## config.mk

```make
export PLATFORM = sky130hd
export DESIGN_NAME = dvs_volume_top
export DESIGN_NICKNAME = d
export VERILOG_FILES = /design/src/shared/dvs_pkg.sv /design/src/rtl/dvs_volume_top.sv /design/src/rtl/dvs_pair_buf.sv
export SDC_FILE = /design/constraint.sdc
export NUM_CORES = 2
export LEC_CHECK = 0
export BUFFER_PORTS_ARGS = -buffer_cell sky130_fd_sc_hd__buf_2
export CAP_MARGIN = 30
export CORE_MARGIN = 1.5
export CORE_UTILIZATION = 55
export CTS_BUF_LIST = sky130_fd_sc_hd__clkbuf_8
export DETAILED_ROUTE_END_ITERATION = 10
export PLACE_DENSITY_LB_ADDON = 0.1
export SETUP_SLACK_MARGIN = 0.2
export SYNTH_ARGS = -nofsm -noshare
export SYNTH_HDL_FRONTEND = slang
export SYNTH_SLANG_ARGS = --single-unit
```

## constraint.sdc

```tcl
create_clock -name clk_sys_in -period 7.6 [get_ports clk_sys_in]
set_clock_uncertainty 0.05 [all_clocks]
set_input_delay 2.28 -clock clk_sys_in [delete_from_list [all_inputs] [get_ports clk_sys_in]]
set_output_delay 2.28 -clock clk_sys_in [all_outputs]
set_load 0.1 [all_outputs]
```

## src/shared/dvs_pkg.sv

```systemverilog
// Purpose: constants and types for the digital volume soft-step block
// Assumes: 20 MHz system clock, page 0 register map only
// Notes:   gains are held in eighth-dB units internally
package dvs_pkg;
    // register offsets
    localparam logic [7:0] ADDR_SETTLED   = 8'h26;
    localparam logic [7:0] ADDR_STEP      = 8'h3f;
    localparam logic [7:0] ADDR_MUTE      = 8'h40;
    localparam logic [7:0] ADDR_GAIN_L    = 8'h41;
    localparam logic [7:0] ADDR_GAIN_R    = 8'h42;
    localparam logic [7:0] ADDR_PIN_CTRL  = 8'h74;
    localparam logic [7:0] ADDR_PIN_READ  = 8'h75;
    // reset values
    localparam logic [1:0] RST_STEP       = 2'h0;
    localparam logic [3:0] RST_MUTE       = 4'hc;
    localparam logic [7:0] RST_GAIN       = 8'h00;
    localparam logic [7:0] RST_PIN_CTRL   = 8'h00;
    localparam logic [6:0] RST_PIN_CODE   = 7'h00;
    // field positions
    localparam int SETTLED_L_BIT = 4;
    localparam int SETTLED_R_BIT = 0;
    localparam int MUTE_L_BIT    = 3;
    localparam int MUTE_R_BIT    = 2;
    localparam int PIN_EN_BIT    = 7;
    localparam int PIN_CLK_BIT   = 6;
    // stepping field codes
    localparam logic [1:0] STEP_NORMAL    = 2'h0;
    localparam logic [1:0] STEP_HALF      = 2'h1;
    // master field codes
    localparam logic [1:0] MASTER_FROM_L  = 2'h1;
    localparam logic [1:0] MASTER_FROM_R  = 2'h2;
    // gain encoding
    localparam logic signed [7:0] GAIN_MAX_HALF = 8'sh30;
    localparam logic [7:0] MUTE_SETTING   = 8'h80;
    localparam logic signed [9:0] MUTE_Q  = -10'sh200;
    localparam int Q_PER_OCT     = 48;
    localparam int Q_OFFSET      = 528;
    localparam int MANT_ONE      = 32768;
    localparam int MANT_SLOPE    = 683;
    localparam int SHIFT_BASE    = 26;
    // volume pin code map
    localparam logic [6:0] PIN_LIN_LAST   = 7'h5a;
    localparam logic [6:0] PIN_MUTE_CODE  = 7'h7f;
    localparam logic signed [7:0] PIN_TOP_HALF = 8'sh24;
    localparam logic signed [7:0] PIN_BRK_HALF = -8'sh38;
    localparam logic [6:0] PIN_BRK_CODE   = 7'h5b;
    // interpolation filters
    localparam logic [7:0] FILT_A_KSPS    = 8'h30;
    localparam logic [4:0] FILT_A_DELAY   = 5'h15;
    localparam logic [7:0] FILT_B_KSPS    = 8'h60;
    localparam logic [4:0] FILT_B_DELAY   = 5'h12;
    localparam logic [7:0] FILT_C_KSPS    = 8'hc0;
    localparam logic [4:0] FILT_C_DELAY   = 5'h0d;
    // timing
    localparam int SYS_CLK_PERIOD_NS = 50;
    localparam int SAR_CLK_PERIOD_NS = 1000;
    localparam int SAR_DIV_CYCLES    = SAR_CLK_PERIOD_NS / SYS_CLK_PERIOD_NS;
    localparam int RATE_BASE_TICKS   = 128;

    typedef enum logic [1:0] {SAR_IDLE, SAR_HOLD, SAR_CONV} dvs_sar_t;
endpackage

```

## src/rtl/dvs_volume_top.sv

```systemverilog
// Purpose: stereo digital playback volume with soft-stepping and pin control
// Assumes: page 0 selected, samples arrive as left/right pairs
// Notes:   dB to linear uses a piecewise-linear mantissa, error under 0.6 dB
// Overview of operation
// per-channel gain +24 to -63.5 dB, 0.5 dB
// left gain reg 0x41, right 0x42
// reg 0x40 low bits: mutes and master
// soft step 0.125 dB per sample
// reg 0x3f can halve step rate
// reg 0x3f can disable soft stepping
// pin control only when reg 0x74 bit7
// reg 0x26 bits 4/0 report settled
// host keeps clock until stepping ends
// 7-bit SAR result overwrites gain settings
// last pin setting readable at 0x75
// reg 0x74 bit6 picks SAR clock
// reg 0x74 bits 2:0 set update rate
// pin code to gain map, 127 mutes
// filter A: 48 ksps, 21 delay
// filter B: 96 ksps, 18 delay
// filter C: 192 ksps, 13 delay
// gain register is signed half-dB count
`timescale 1ns/10ps
module dvs_volume_top
    import dvs_pkg::*;
#(
    parameter int SAMPLE_W = 16,
    parameter int BUF_DEPTH = 2
) (
    input  wire logic                clk_sys_in,
    input  wire logic                reset_n_in,
    input  wire logic [7:0]          reg_addr_in,
    input  wire logic                reg_wr_in,
    input  wire logic [7:0]          reg_wdata_in,
    input  wire logic                reg_rd_in,
    output logic [7:0]               reg_rdata_out,
    input  wire logic                smp_valid_in,
    input  wire logic [SAMPLE_W-1:0] smp_left_in,
    input  wire logic [SAMPLE_W-1:0] smp_right_in,
    output logic                     smp_ready_out,
    output logic                     vol_valid_out,
    output logic [SAMPLE_W-1:0]      vol_left_out,
    output logic [SAMPLE_W-1:0]      vol_right_out,
    input  wire logic                vol_ready_in,
    input  wire logic                volume_sense_cmp_in,
    output logic [6:0]               volume_sense_trial_out,
    output logic                     volume_sense_hold_out,
    input  wire logic [1:0]          interp_sel_in,
    output logic [4:0]               group_delay_out,
    output logic [7:0]               max_rate_ksps_out
);
    typedef struct packed {
        logic [1:0]        step_ctrl;
        logic [3:0]        mute_ctrl;
        logic [7:0]        gain_l;
        logic [7:0]        gain_r;
        logic              pin_en;
        logic              pin_clk_sel;
        logic [2:0]        pin_rate;
        logic [6:0]        pin_code;
        logic signed [9:0] appl_l;
        logic signed [9:0] appl_r;
        logic              half_phase;
        logic [7:0]        rdata;
        logic [2:0]        cmp_sync;
        logic              cmp_val;
        logic [7:0]        sar_div;
        logic [15:0]       rate_cnt;
        dvs_sar_t          sar_state;
        logic [2:0]        sar_bit;
        logic [6:0]        trial;
        logic              hold;
        logic [4:0]        delay;
        logic [7:0]        ksps;
    } dvs_state_t;

    dvs_state_t s_reg, s_next;
    logic [1:0] rst_sync_reg;
    logic       rst_n;
    logic       buf_ready;
    logic       smp_tick;
    logic       buf_valid;
    logic [2*SAMPLE_W-1:0] buf_data;

    // half-dB count, clamped at +24 dB; 0x80 and mute both mean silence
    function automatic logic signed [9:0] target_q(input logic [7:0] g, input logic mute);
        logic signed [7:0] sg;
        sg = $signed(g);
        if (mute || g == MUTE_SETTING) return MUTE_Q;
        if (sg > GAIN_MAX_HALF) sg = GAIN_MAX_HALF;
        return $signed({sg, 2'b00});
    endfunction

    function automatic logic signed [9:0] step_q(input logic signed [9:0] a,
                                                 input logic signed [9:0] t,
                                                 input logic en, input logic off);
        if (off) return t;
        if (en && a < t) return a + 10'sh001;
        if (en && a > t) return a - 10'sh001;
        return a;
    endfunction

    // 6 dB per octave approximation keeps the table out of the design
    function automatic logic [SAMPLE_W-1:0] apply_gain(input logic [SAMPLE_W-1:0] x,
                                                       input logic signed [9:0] q);
        logic [10:0] qo;
        logic [3:0]  oct;
        logic [5:0]  frac;
        logic [16:0] mant;
        logic signed [47:0] p;
        logic [4:0]  sh;
        logic signed [47:0] y;
        qo = 11'($signed({q[9], q}) + 11'(Q_OFFSET));
        oct = 4'(qo / 11'(Q_PER_OCT));
        frac = 6'(qo % 11'(Q_PER_OCT));
        mant = 17'(MANT_ONE) + 17'(frac * 17'(MANT_SLOPE));
        p = 48'($signed(x) * $signed({1'b0, mant}));
        sh = 5'(SHIFT_BASE) - 5'(oct);
        y = p >>> sh;
        if (q <= MUTE_Q) return '0;
        if (y > 48'sh7fff) return 16'h7fff;
        if (y < -48'sh8000) return 16'h8000;
        return y[SAMPLE_W-1:0];
    endfunction

    function automatic logic [7:0] pin_to_gain(input logic [6:0] c);
        if (c == PIN_MUTE_CODE) return MUTE_SETTING;
        if (c <= PIN_LIN_LAST) return 8'(PIN_TOP_HALF - $signed({1'b0, c}));
        return 8'(PIN_BRK_HALF - $signed({1'b0, c - PIN_BRK_CODE, 1'b0}));
    endfunction

    always_ff @(posedge clk_sys_in or negedge reset_n_in) begin
        if (!reset_n_in) rst_sync_reg <= 2'h0;
        else rst_sync_reg <= {rst_sync_reg[0], 1'b1};
    end
    assign rst_n = rst_sync_reg[1];

    // a sample is consumed only when the buffer can take it
    assign smp_tick = smp_valid_in & buf_ready;

    always_comb begin
        logic [7:0] eff_gl;
        logic [7:0] eff_gr;
        logic       eff_ml;
        logic       eff_mr;
        logic signed [9:0] tgt_l;
        logic signed [9:0] tgt_r;
        logic       step_en;
        logic       step_off;
        logic       sar_tick;
        logic [6:0] decided;
        eff_gl = s_reg.gain_l;
        eff_gr = s_reg.gain_r;
        eff_ml = s_reg.mute_ctrl[MUTE_L_BIT];
        eff_mr = s_reg.mute_ctrl[MUTE_R_BIT];
        tgt_l = '0;
        tgt_r = '0;
        step_en = 1'b0;
        step_off = 1'b0;
        sar_tick = 1'b0;
        decided = '0;
        s_next = s_reg;

        // host writes
        if (reg_wr_in) begin
            case (reg_addr_in)
                ADDR_STEP:     s_next.step_ctrl = reg_wdata_in[1:0];
                ADDR_MUTE:     s_next.mute_ctrl = reg_wdata_in[3:0];
                ADDR_GAIN_L:   s_next.gain_l = reg_wdata_in;
                ADDR_GAIN_R:   s_next.gain_r = reg_wdata_in;
                ADDR_PIN_CTRL: begin
                    s_next.pin_en = reg_wdata_in[PIN_EN_BIT];
                    s_next.pin_clk_sel = reg_wdata_in[PIN_CLK_BIT];
                    s_next.pin_rate = reg_wdata_in[2:0];
                end
                default: ;
            endcase
        end

        // master mode lets one channel's setting govern both
        case (s_reg.mute_ctrl[1:0])
            MASTER_FROM_L: begin
                eff_gr = s_reg.gain_l;
                eff_mr = eff_ml;
            end
            MASTER_FROM_R: begin
                eff_gl = s_reg.gain_r;
                eff_ml = eff_mr;
            end
            default: ;
        endcase
        tgt_l = target_q(eff_gl, eff_ml);
        tgt_r = target_q(eff_gr, eff_mr);

        // soft stepping
        step_off = s_reg.step_ctrl[1];
        if (smp_tick) begin
            s_next.half_phase = ~s_reg.half_phase;
        end
        step_en = smp_tick & ((s_reg.step_ctrl != STEP_HALF) | s_reg.half_phase);
        s_next.appl_l = step_q(s_reg.appl_l, tgt_l, step_en, step_off);
        s_next.appl_r = step_q(s_reg.appl_r, tgt_r, step_en, step_off);

        // pin comparator: take a change once the last two stages agree
        s_next.cmp_sync = {s_reg.cmp_sync[1:0], volume_sense_cmp_in};
        if (s_reg.cmp_sync[1] == s_reg.cmp_sync[2]) begin
            s_next.cmp_val = s_reg.cmp_sync[2];
        end

        // converter clock: divided system clock or the sample rate
        s_next.sar_div = (s_reg.sar_div == 8'h00) ? 8'(SAR_DIV_CYCLES - 1) : s_reg.sar_div - 8'h01;
        sar_tick = s_reg.pin_clk_sel ? smp_tick : (s_reg.sar_div == 8'h00);

        case (s_reg.sar_state)
            SAR_IDLE: begin
                s_next.hold = 1'b0;
                if (s_reg.pin_en && sar_tick) begin
                    if (s_reg.rate_cnt == 16'h0000) begin
                        s_next.rate_cnt = 16'((RATE_BASE_TICKS << s_reg.pin_rate) - 1);
                        s_next.sar_state = SAR_HOLD;
                        s_next.hold = 1'b1;
                    end else begin
                        s_next.rate_cnt = s_reg.rate_cnt - 16'h0001;
                    end
                end
            end
            SAR_HOLD: begin
                if (sar_tick) begin
                    s_next.hold = 1'b0;
                    s_next.trial = 7'h40;
                    s_next.sar_bit = 3'h6;
                    s_next.sar_state = SAR_CONV;
                end
            end
            SAR_CONV: begin
                if (sar_tick) begin
                    decided = s_reg.trial;
                    if (!s_reg.cmp_val) begin
                        decided[s_reg.sar_bit] = 1'b0;
                    end
                    s_next.trial = decided;
                    if (s_reg.sar_bit == 3'h0) begin
                        s_next.sar_state = SAR_IDLE;
                        // a late disable drops the result
                        if (s_reg.pin_en) begin
                            s_next.pin_code = decided;
                            s_next.gain_l = pin_to_gain(decided);
                            s_next.gain_r = pin_to_gain(decided);
                        end
                    end else begin
                        s_next.trial[s_reg.sar_bit - 3'h1] = 1'b1;
                        s_next.sar_bit = s_reg.sar_bit - 3'h1;
                    end
                end
            end
            default: s_next.sar_state = SAR_IDLE;
        endcase

        // register reads
        if (reg_rd_in) begin
            case (reg_addr_in)
                ADDR_SETTLED: begin
                    s_next.rdata = 8'h00;
                    s_next.rdata[SETTLED_L_BIT] = (s_reg.appl_l == tgt_l);
                    s_next.rdata[SETTLED_R_BIT] = (s_reg.appl_r == tgt_r);
                end
                ADDR_STEP:     s_next.rdata = {6'h00, s_reg.step_ctrl};
                ADDR_MUTE:     s_next.rdata = {4'h0, s_reg.mute_ctrl};
                ADDR_GAIN_L:   s_next.rdata = s_reg.gain_l;
                ADDR_GAIN_R:   s_next.rdata = s_reg.gain_r;
                ADDR_PIN_CTRL: s_next.rdata = {s_reg.pin_en, s_reg.pin_clk_sel, 3'h0, s_reg.pin_rate};
                ADDR_PIN_READ: s_next.rdata = {1'b0, s_reg.pin_code};
                default:       s_next.rdata = 8'h00;
            endcase
        end

        // interpolation filter limits for the selected option
        case (interp_sel_in)
            2'h0: begin
                s_next.delay = FILT_A_DELAY;
                s_next.ksps = FILT_A_KSPS;
            end
            2'h1: begin
                s_next.delay = FILT_B_DELAY;
                s_next.ksps = FILT_B_KSPS;
            end
            default: begin
                s_next.delay = FILT_C_DELAY;
                s_next.ksps = FILT_C_KSPS;
            end
        endcase
    end

    always_ff @(posedge clk_sys_in or negedge rst_n) begin
        if (!rst_n) begin
            s_reg <= '0;
            s_reg.step_ctrl <= RST_STEP;
            s_reg.mute_ctrl <= RST_MUTE;
            s_reg.gain_l <= RST_GAIN;
            s_reg.gain_r <= RST_GAIN;
            s_reg.pin_en <= RST_PIN_CTRL[PIN_EN_BIT];
            s_reg.pin_code <= RST_PIN_CODE;
            s_reg.appl_l <= MUTE_Q;
            s_reg.appl_r <= MUTE_Q;
            s_reg.sar_state <= SAR_IDLE;
            s_reg.delay <= FILT_A_DELAY;
            s_reg.ksps <= FILT_A_KSPS;
        end else begin
            s_reg <= s_next;
        end
    end

    // gain is applied on the way into the buffer so a stall loses nothing
    dvs_pair_buf #(
        .WIDTH (2 * SAMPLE_W),
        .DEPTH (BUF_DEPTH)
    ) u_out_buf (
        .clk_in        (clk_sys_in),
        .rst_n_in      (rst_n),
        .in_valid_in   (smp_valid_in),
        .in_data_in    ({apply_gain(smp_left_in, s_reg.appl_l), apply_gain(smp_right_in, s_reg.appl_r)}),
        .in_ready_out  (buf_ready),
        .out_valid_out (buf_valid),
        .out_data_out  (buf_data),
        .out_ready_in  (vol_ready_in)
    );

    assign smp_ready_out = buf_ready;
    assign vol_valid_out = buf_valid;
    assign vol_left_out = buf_data[2*SAMPLE_W-1:SAMPLE_W];
    assign vol_right_out = buf_data[SAMPLE_W-1:0];
    assign reg_rdata_out = s_reg.rdata;
    assign volume_sense_trial_out = s_reg.trial;
    assign volume_sense_hold_out = s_reg.hold;
    assign group_delay_out = s_reg.delay;
    assign max_rate_ksps_out = s_reg.ksps;
endmodule // dvs_volume_top

```

## src/rtl/dvs_pair_buf.sv

```systemverilog
// Purpose: small in-order buffer with valid/ready on both sides
// Assumes: single clock, synchronous use of the released reset
// Notes:   head entry is always slot 0 so the output is a flop
`timescale 1ns/10ps
module dvs_pair_buf #(
    parameter int WIDTH = 32,
    parameter int DEPTH = 2
) (
    input  wire logic             clk_in,
    input  wire logic             rst_n_in,
    input  wire logic             in_valid_in,
    input  wire logic [WIDTH-1:0] in_data_in,
    output logic                  in_ready_out,
    output logic                  out_valid_out,
    output logic [WIDTH-1:0]      out_data_out,
    input  wire logic             out_ready_in
);
    localparam int CW = $clog2(DEPTH + 1);
    typedef struct packed {
        logic [DEPTH-1:0][WIDTH-1:0] mem;
        logic [CW-1:0]               cnt;
        logic                        room;
        logic                        valid;
    } dvs_buf_state_t;

    dvs_buf_state_t s_reg, s_next;

    always_comb begin
        logic push;
        logic pop;
        logic [CW-1:0] wr;
        push = 1'b0;
        pop = 1'b0;
        wr = '0;
        s_next = s_reg;
        push = in_valid_in & s_reg.room;
        pop = s_reg.valid & out_ready_in;
        if (pop) begin
            for (int i = 0; i < DEPTH - 1; i++) begin
                s_next.mem[i] = s_reg.mem[i+1];
            end
        end
        wr = s_reg.cnt - CW'(pop);
        if (push) begin
            s_next.mem[wr] = in_data_in;
        end
        s_next.cnt = s_reg.cnt + CW'(push) - CW'(pop);
        s_next.room = (s_next.cnt != CW'(DEPTH));
        s_next.valid = (s_next.cnt != '0);
    end

    always_ff @(posedge clk_in or negedge rst_n_in) begin
        if (!rst_n_in) begin
            s_reg <= '0;
            s_reg.room <= 1'b1;
        end else begin
            s_reg <= s_next;
        end
    end

    assign in_ready_out = s_reg.room;
    assign out_valid_out = s_reg.valid;
    assign out_data_out = s_reg.mem[0];
endmodule // dvs_pair_buf

```

==> impl_metrics.py <==
metrics = {
    "timing": {
        "slew_violations": 0,
        "fmax_mhz": 77.78,
        "hold_slack_ns": 0.3178,
        "fin_crit_sh_pct": 169.2,
        "finalHoldViolCount": 0,
        "worstMarginPinSlew_ns": 1.090,
        "setup_violations": 64,
        "fin_crit_ns": 12.86,
        "rsz0062_at_grt": "true",
        "slew_headroom_pct": 26.67,
        "finalWorstSetupSlack_ns": -5.257,
    },
    "setup_path": {
        "r2r_cells": 56,
        "end_kind": "flop",
        "critPathSlowestCell": "fa_1",
        "cpPeakStageDelay_ns": 0.54,
        "timing.rr.end": "u_out_buf.out_data_out[20]$_DFF_PN0_",
        "crit_arrival_ns": 13.21,
        "crit_type": "reg -> reg",
        "crit_end": "u_out_buf.out_data_out[20]$_DFF_PN0_",
        "crit_start": "s_reg[78]$_DFFE_PN0P_",
        "r2r-start": "s_reg[78]$_DFFE_PN0P_",
        "crit_path_frequent_cell": "fa_1",
        "crit_fanout": 7,
        "worst_ep_required_time_ns": 7.95,
        "rrSetupSlack_ns": -5.26,
        "cp-start-kind": "flop",
    },
    "global_route": {
        "grt_pass1_vias": 36800,
        "grt_max_degree": 75,
        "grt_usage_pct": 32.35,
        "overflow": 0,
        "antenna_found_initial": 2,
        "grt_pass1_wl_um": 186700,
    },
    "cells_and_area": {
        "layout-area-overhead-vs-synth_pct": 28.22,
        "mostFrequentLayoutCells": "792 x buf_4, 551 x inv_1, 519 x nand2_1",
        "final_layout_size_suffix_gt1_share_pct": 29.65,
        "largest_reg_flops": 86,
        "nFillCells": 5464,
        "antenna_cells": 0,
        "multi_input_area_um2": 32610,
        "design_area_um2": 48750,
        "fin_nets": 6096,
        "layout_commonest_cell": "buf_4",
        "seq_area_um2": 4522,
    },
    "detailed_routing": {
        "routed_wl_um": 112900,
        "drtIter0Drc": 2535,
        "first_pass_iters": 7,
        "drc": 0,
        "vias_per_cell": 5.809,
        "wire_per_inst_um": 18.39,
        "ant_nets": 0,
        "dr_total_vias": 35650,
    },
    "synthesis": {
        "synth.cell_area_um2": 38020,
        "synthArstFlopShare_pct": 100.0,
        "synthCells": 4509,
        "synth_compound_area_share_pct": 16.41,
        "post_synth_num_cell_types": 112,
        "yosys.area.top_type": "fa_1",
        "synth_top_family_by_area": "adder cells",
        "ys.flop_type": "dfrtp_1",
        "ys_ff_latch": 180,
        "synth-edff-count": 0,
        "synth_simple_gate_area_share_pct": 19.37,
        "synthMuxAreaShare_pct": 5.766,
        "yosysSeqAreaShare_pct": 11.87,
        "synth_top_area_share_pct": 22.75,
        "synth-xor-area-share_pct": 2.297,
        "yosysWarnings": 0,
        "syn_avg_cell_area_um2": 8.432,
        "synth-adder-area-share_pct": 34.84,
        "synthTopCellsByArea": "fa_1 23%, ha_1 12%, dfrtp_1 11%, inv_1 5.6%, nand2_1 5.3%",
    },
    "outcome": {
        "violations": "setup timing",
        "status": "finished with violations",
    },
    "clock_network": {
        "cts.sinks": 180,
        "cts_tree": "done",
        "clockRootBuffer": "clkbuf_8",
        "cts.clk_slew.worst_paths_ns": 0.12,
        "h-tree-depth": 4,
        "clkLatencyLatePin_ns": 0.50,
        "postCtsHoldBufs": 0,
        "numCtsBuffers": 17,
        "clk_path_buf_depth": 2,
    },
    "place": {
        "port_buffers": 115,
        "dp_hpwl_um": 87750,
        "place_congestion": 0.9364,
        "place_area_um2": 44990,
    },
    "job": {
        "drv_cap": 0,
    },
    "die": {
        "rows": 96,
        "io_pins": 120,
        "start_util_pct": 55.53,
        "core_um2": 68470,
        "die_w_um": 265.9,
        "die_height_um": 265.9,
        "die_area_um2": 70710,
    },
    "hold_path": {
        "holdPathStages": 0,
        "hp-class": "reg -> reg",
    },
}
==> kinds of logic after synthesis <==
family / Yosys count
buffers and inverters: 862
XOR/XNOR: 98
multiplexers: 169
other: 2
AND/OR/NAND/NOR: 1496
adder cells (fa/ha/maj): 800
flip-flops: 180
AO/OA/AOI/OAI: 902
==> Yosys cell counts, types with 37 or more instances <==
cell type  count
nand4_1       37
o211ai_1      58
o21ai_0      158
nor2_1       245
clkbuf_1     179
buf_4         65
nand3_1       71
nor2b_1       43
nor3_1        82
ha_1         365
nand2_1      537
fa_1         432
xnor2_1       69
dfrtp_1      172
a21oi_1      212
inv_1        569
and2_1       292
a211oi_1      63
a31oi_1       42
mux2i_1       96
o31ai_1       38
==> worst min-delay path by stage <==
stage	startpoint	end	slack, ns
floorplan	rst_sync_reg[0]$_DFF_PN0_	rst_sync_reg[1]$_DFF_PN0_	0.28
global placement	rst_sync_reg[0]$_DFF_PN0_	rst_sync_reg[1]$_DFF_PN0_	0.28
detailed placement	s_next[52]$_DFF_PN0_	s_next[53]$_DFF_PN0_	0.29
CTS	s_next[52]$_DFF_PN0_	s_next[53]$_DFF_PN0_	0.32
global route	s_next[52]$_DFF_PN0_	s_next[53]$_DFF_PN0_	0.34
finish	s_next[52]$_DFF_PN0_	s_next[53]$_DFF_PN0_	0.32
==> layout make-up <==
class	instances	area share, %
multi-input cells	3470	66.89
clock inverters	15	0.3414
well taps	882	2.264
repair buffers	1000	16.34
clock buffers	17	0.4800
inverters	573	4.412
flip-flops and latches	180	9.276
==> worst max-delay path, delay by kind of cell, from the launching register on <==
family / cells / cell delay, ns
AO/OA/AOI/OAI: 17 / 3.53
AND/OR/NAND/NOR: 13 / 2.26
adder cells (fa/ha/maj): 13 / 4.94
flip-flops: 1 / 0.46
XOR/XNOR: 1 / 0.15
buffers and inverters: 12 / 1.36
==> through the flow <==
step	setup TNS (ns)	std cells	util (%)	worst slack, ns
2_1_floorplan	-299.55	4512	-	-5.028
3_3_place_gp	-332.65	5977	65.72	-5.471
3_5_place_dp	-339.62	5977	65.72	-5.599
4_1_cts	-309.74	6108	70.16	-5.045
5_1_grt	-350.55	6137	71.20	-5.741
6_report	-321.81	6137	71.20	-5.257
==> timing repair <==
| action | 4_1_cts | 5_1_grt |
|---|---|---|
| cloned | 7 | 0 |
| setup buffers | 92 | 27 |
| setup endpoints to repair | 64 | 64 |
| pin swaps | 253 | 146 |
| resized for setup | 334 | 98 |
| hold endpoints to repair | 0 | 0 |
==> per-layer routing <==
metal,track usage (%),share of wire [%]
met5,0,0.014
met1,40.86,41
met4,8.968,2.7
met3,2.237,3.6
met2,59.42,52
Power is left out: the tool's default activity adds up to more than one toggle a clock period on the data nets, which glitch-free logic cannot reach.
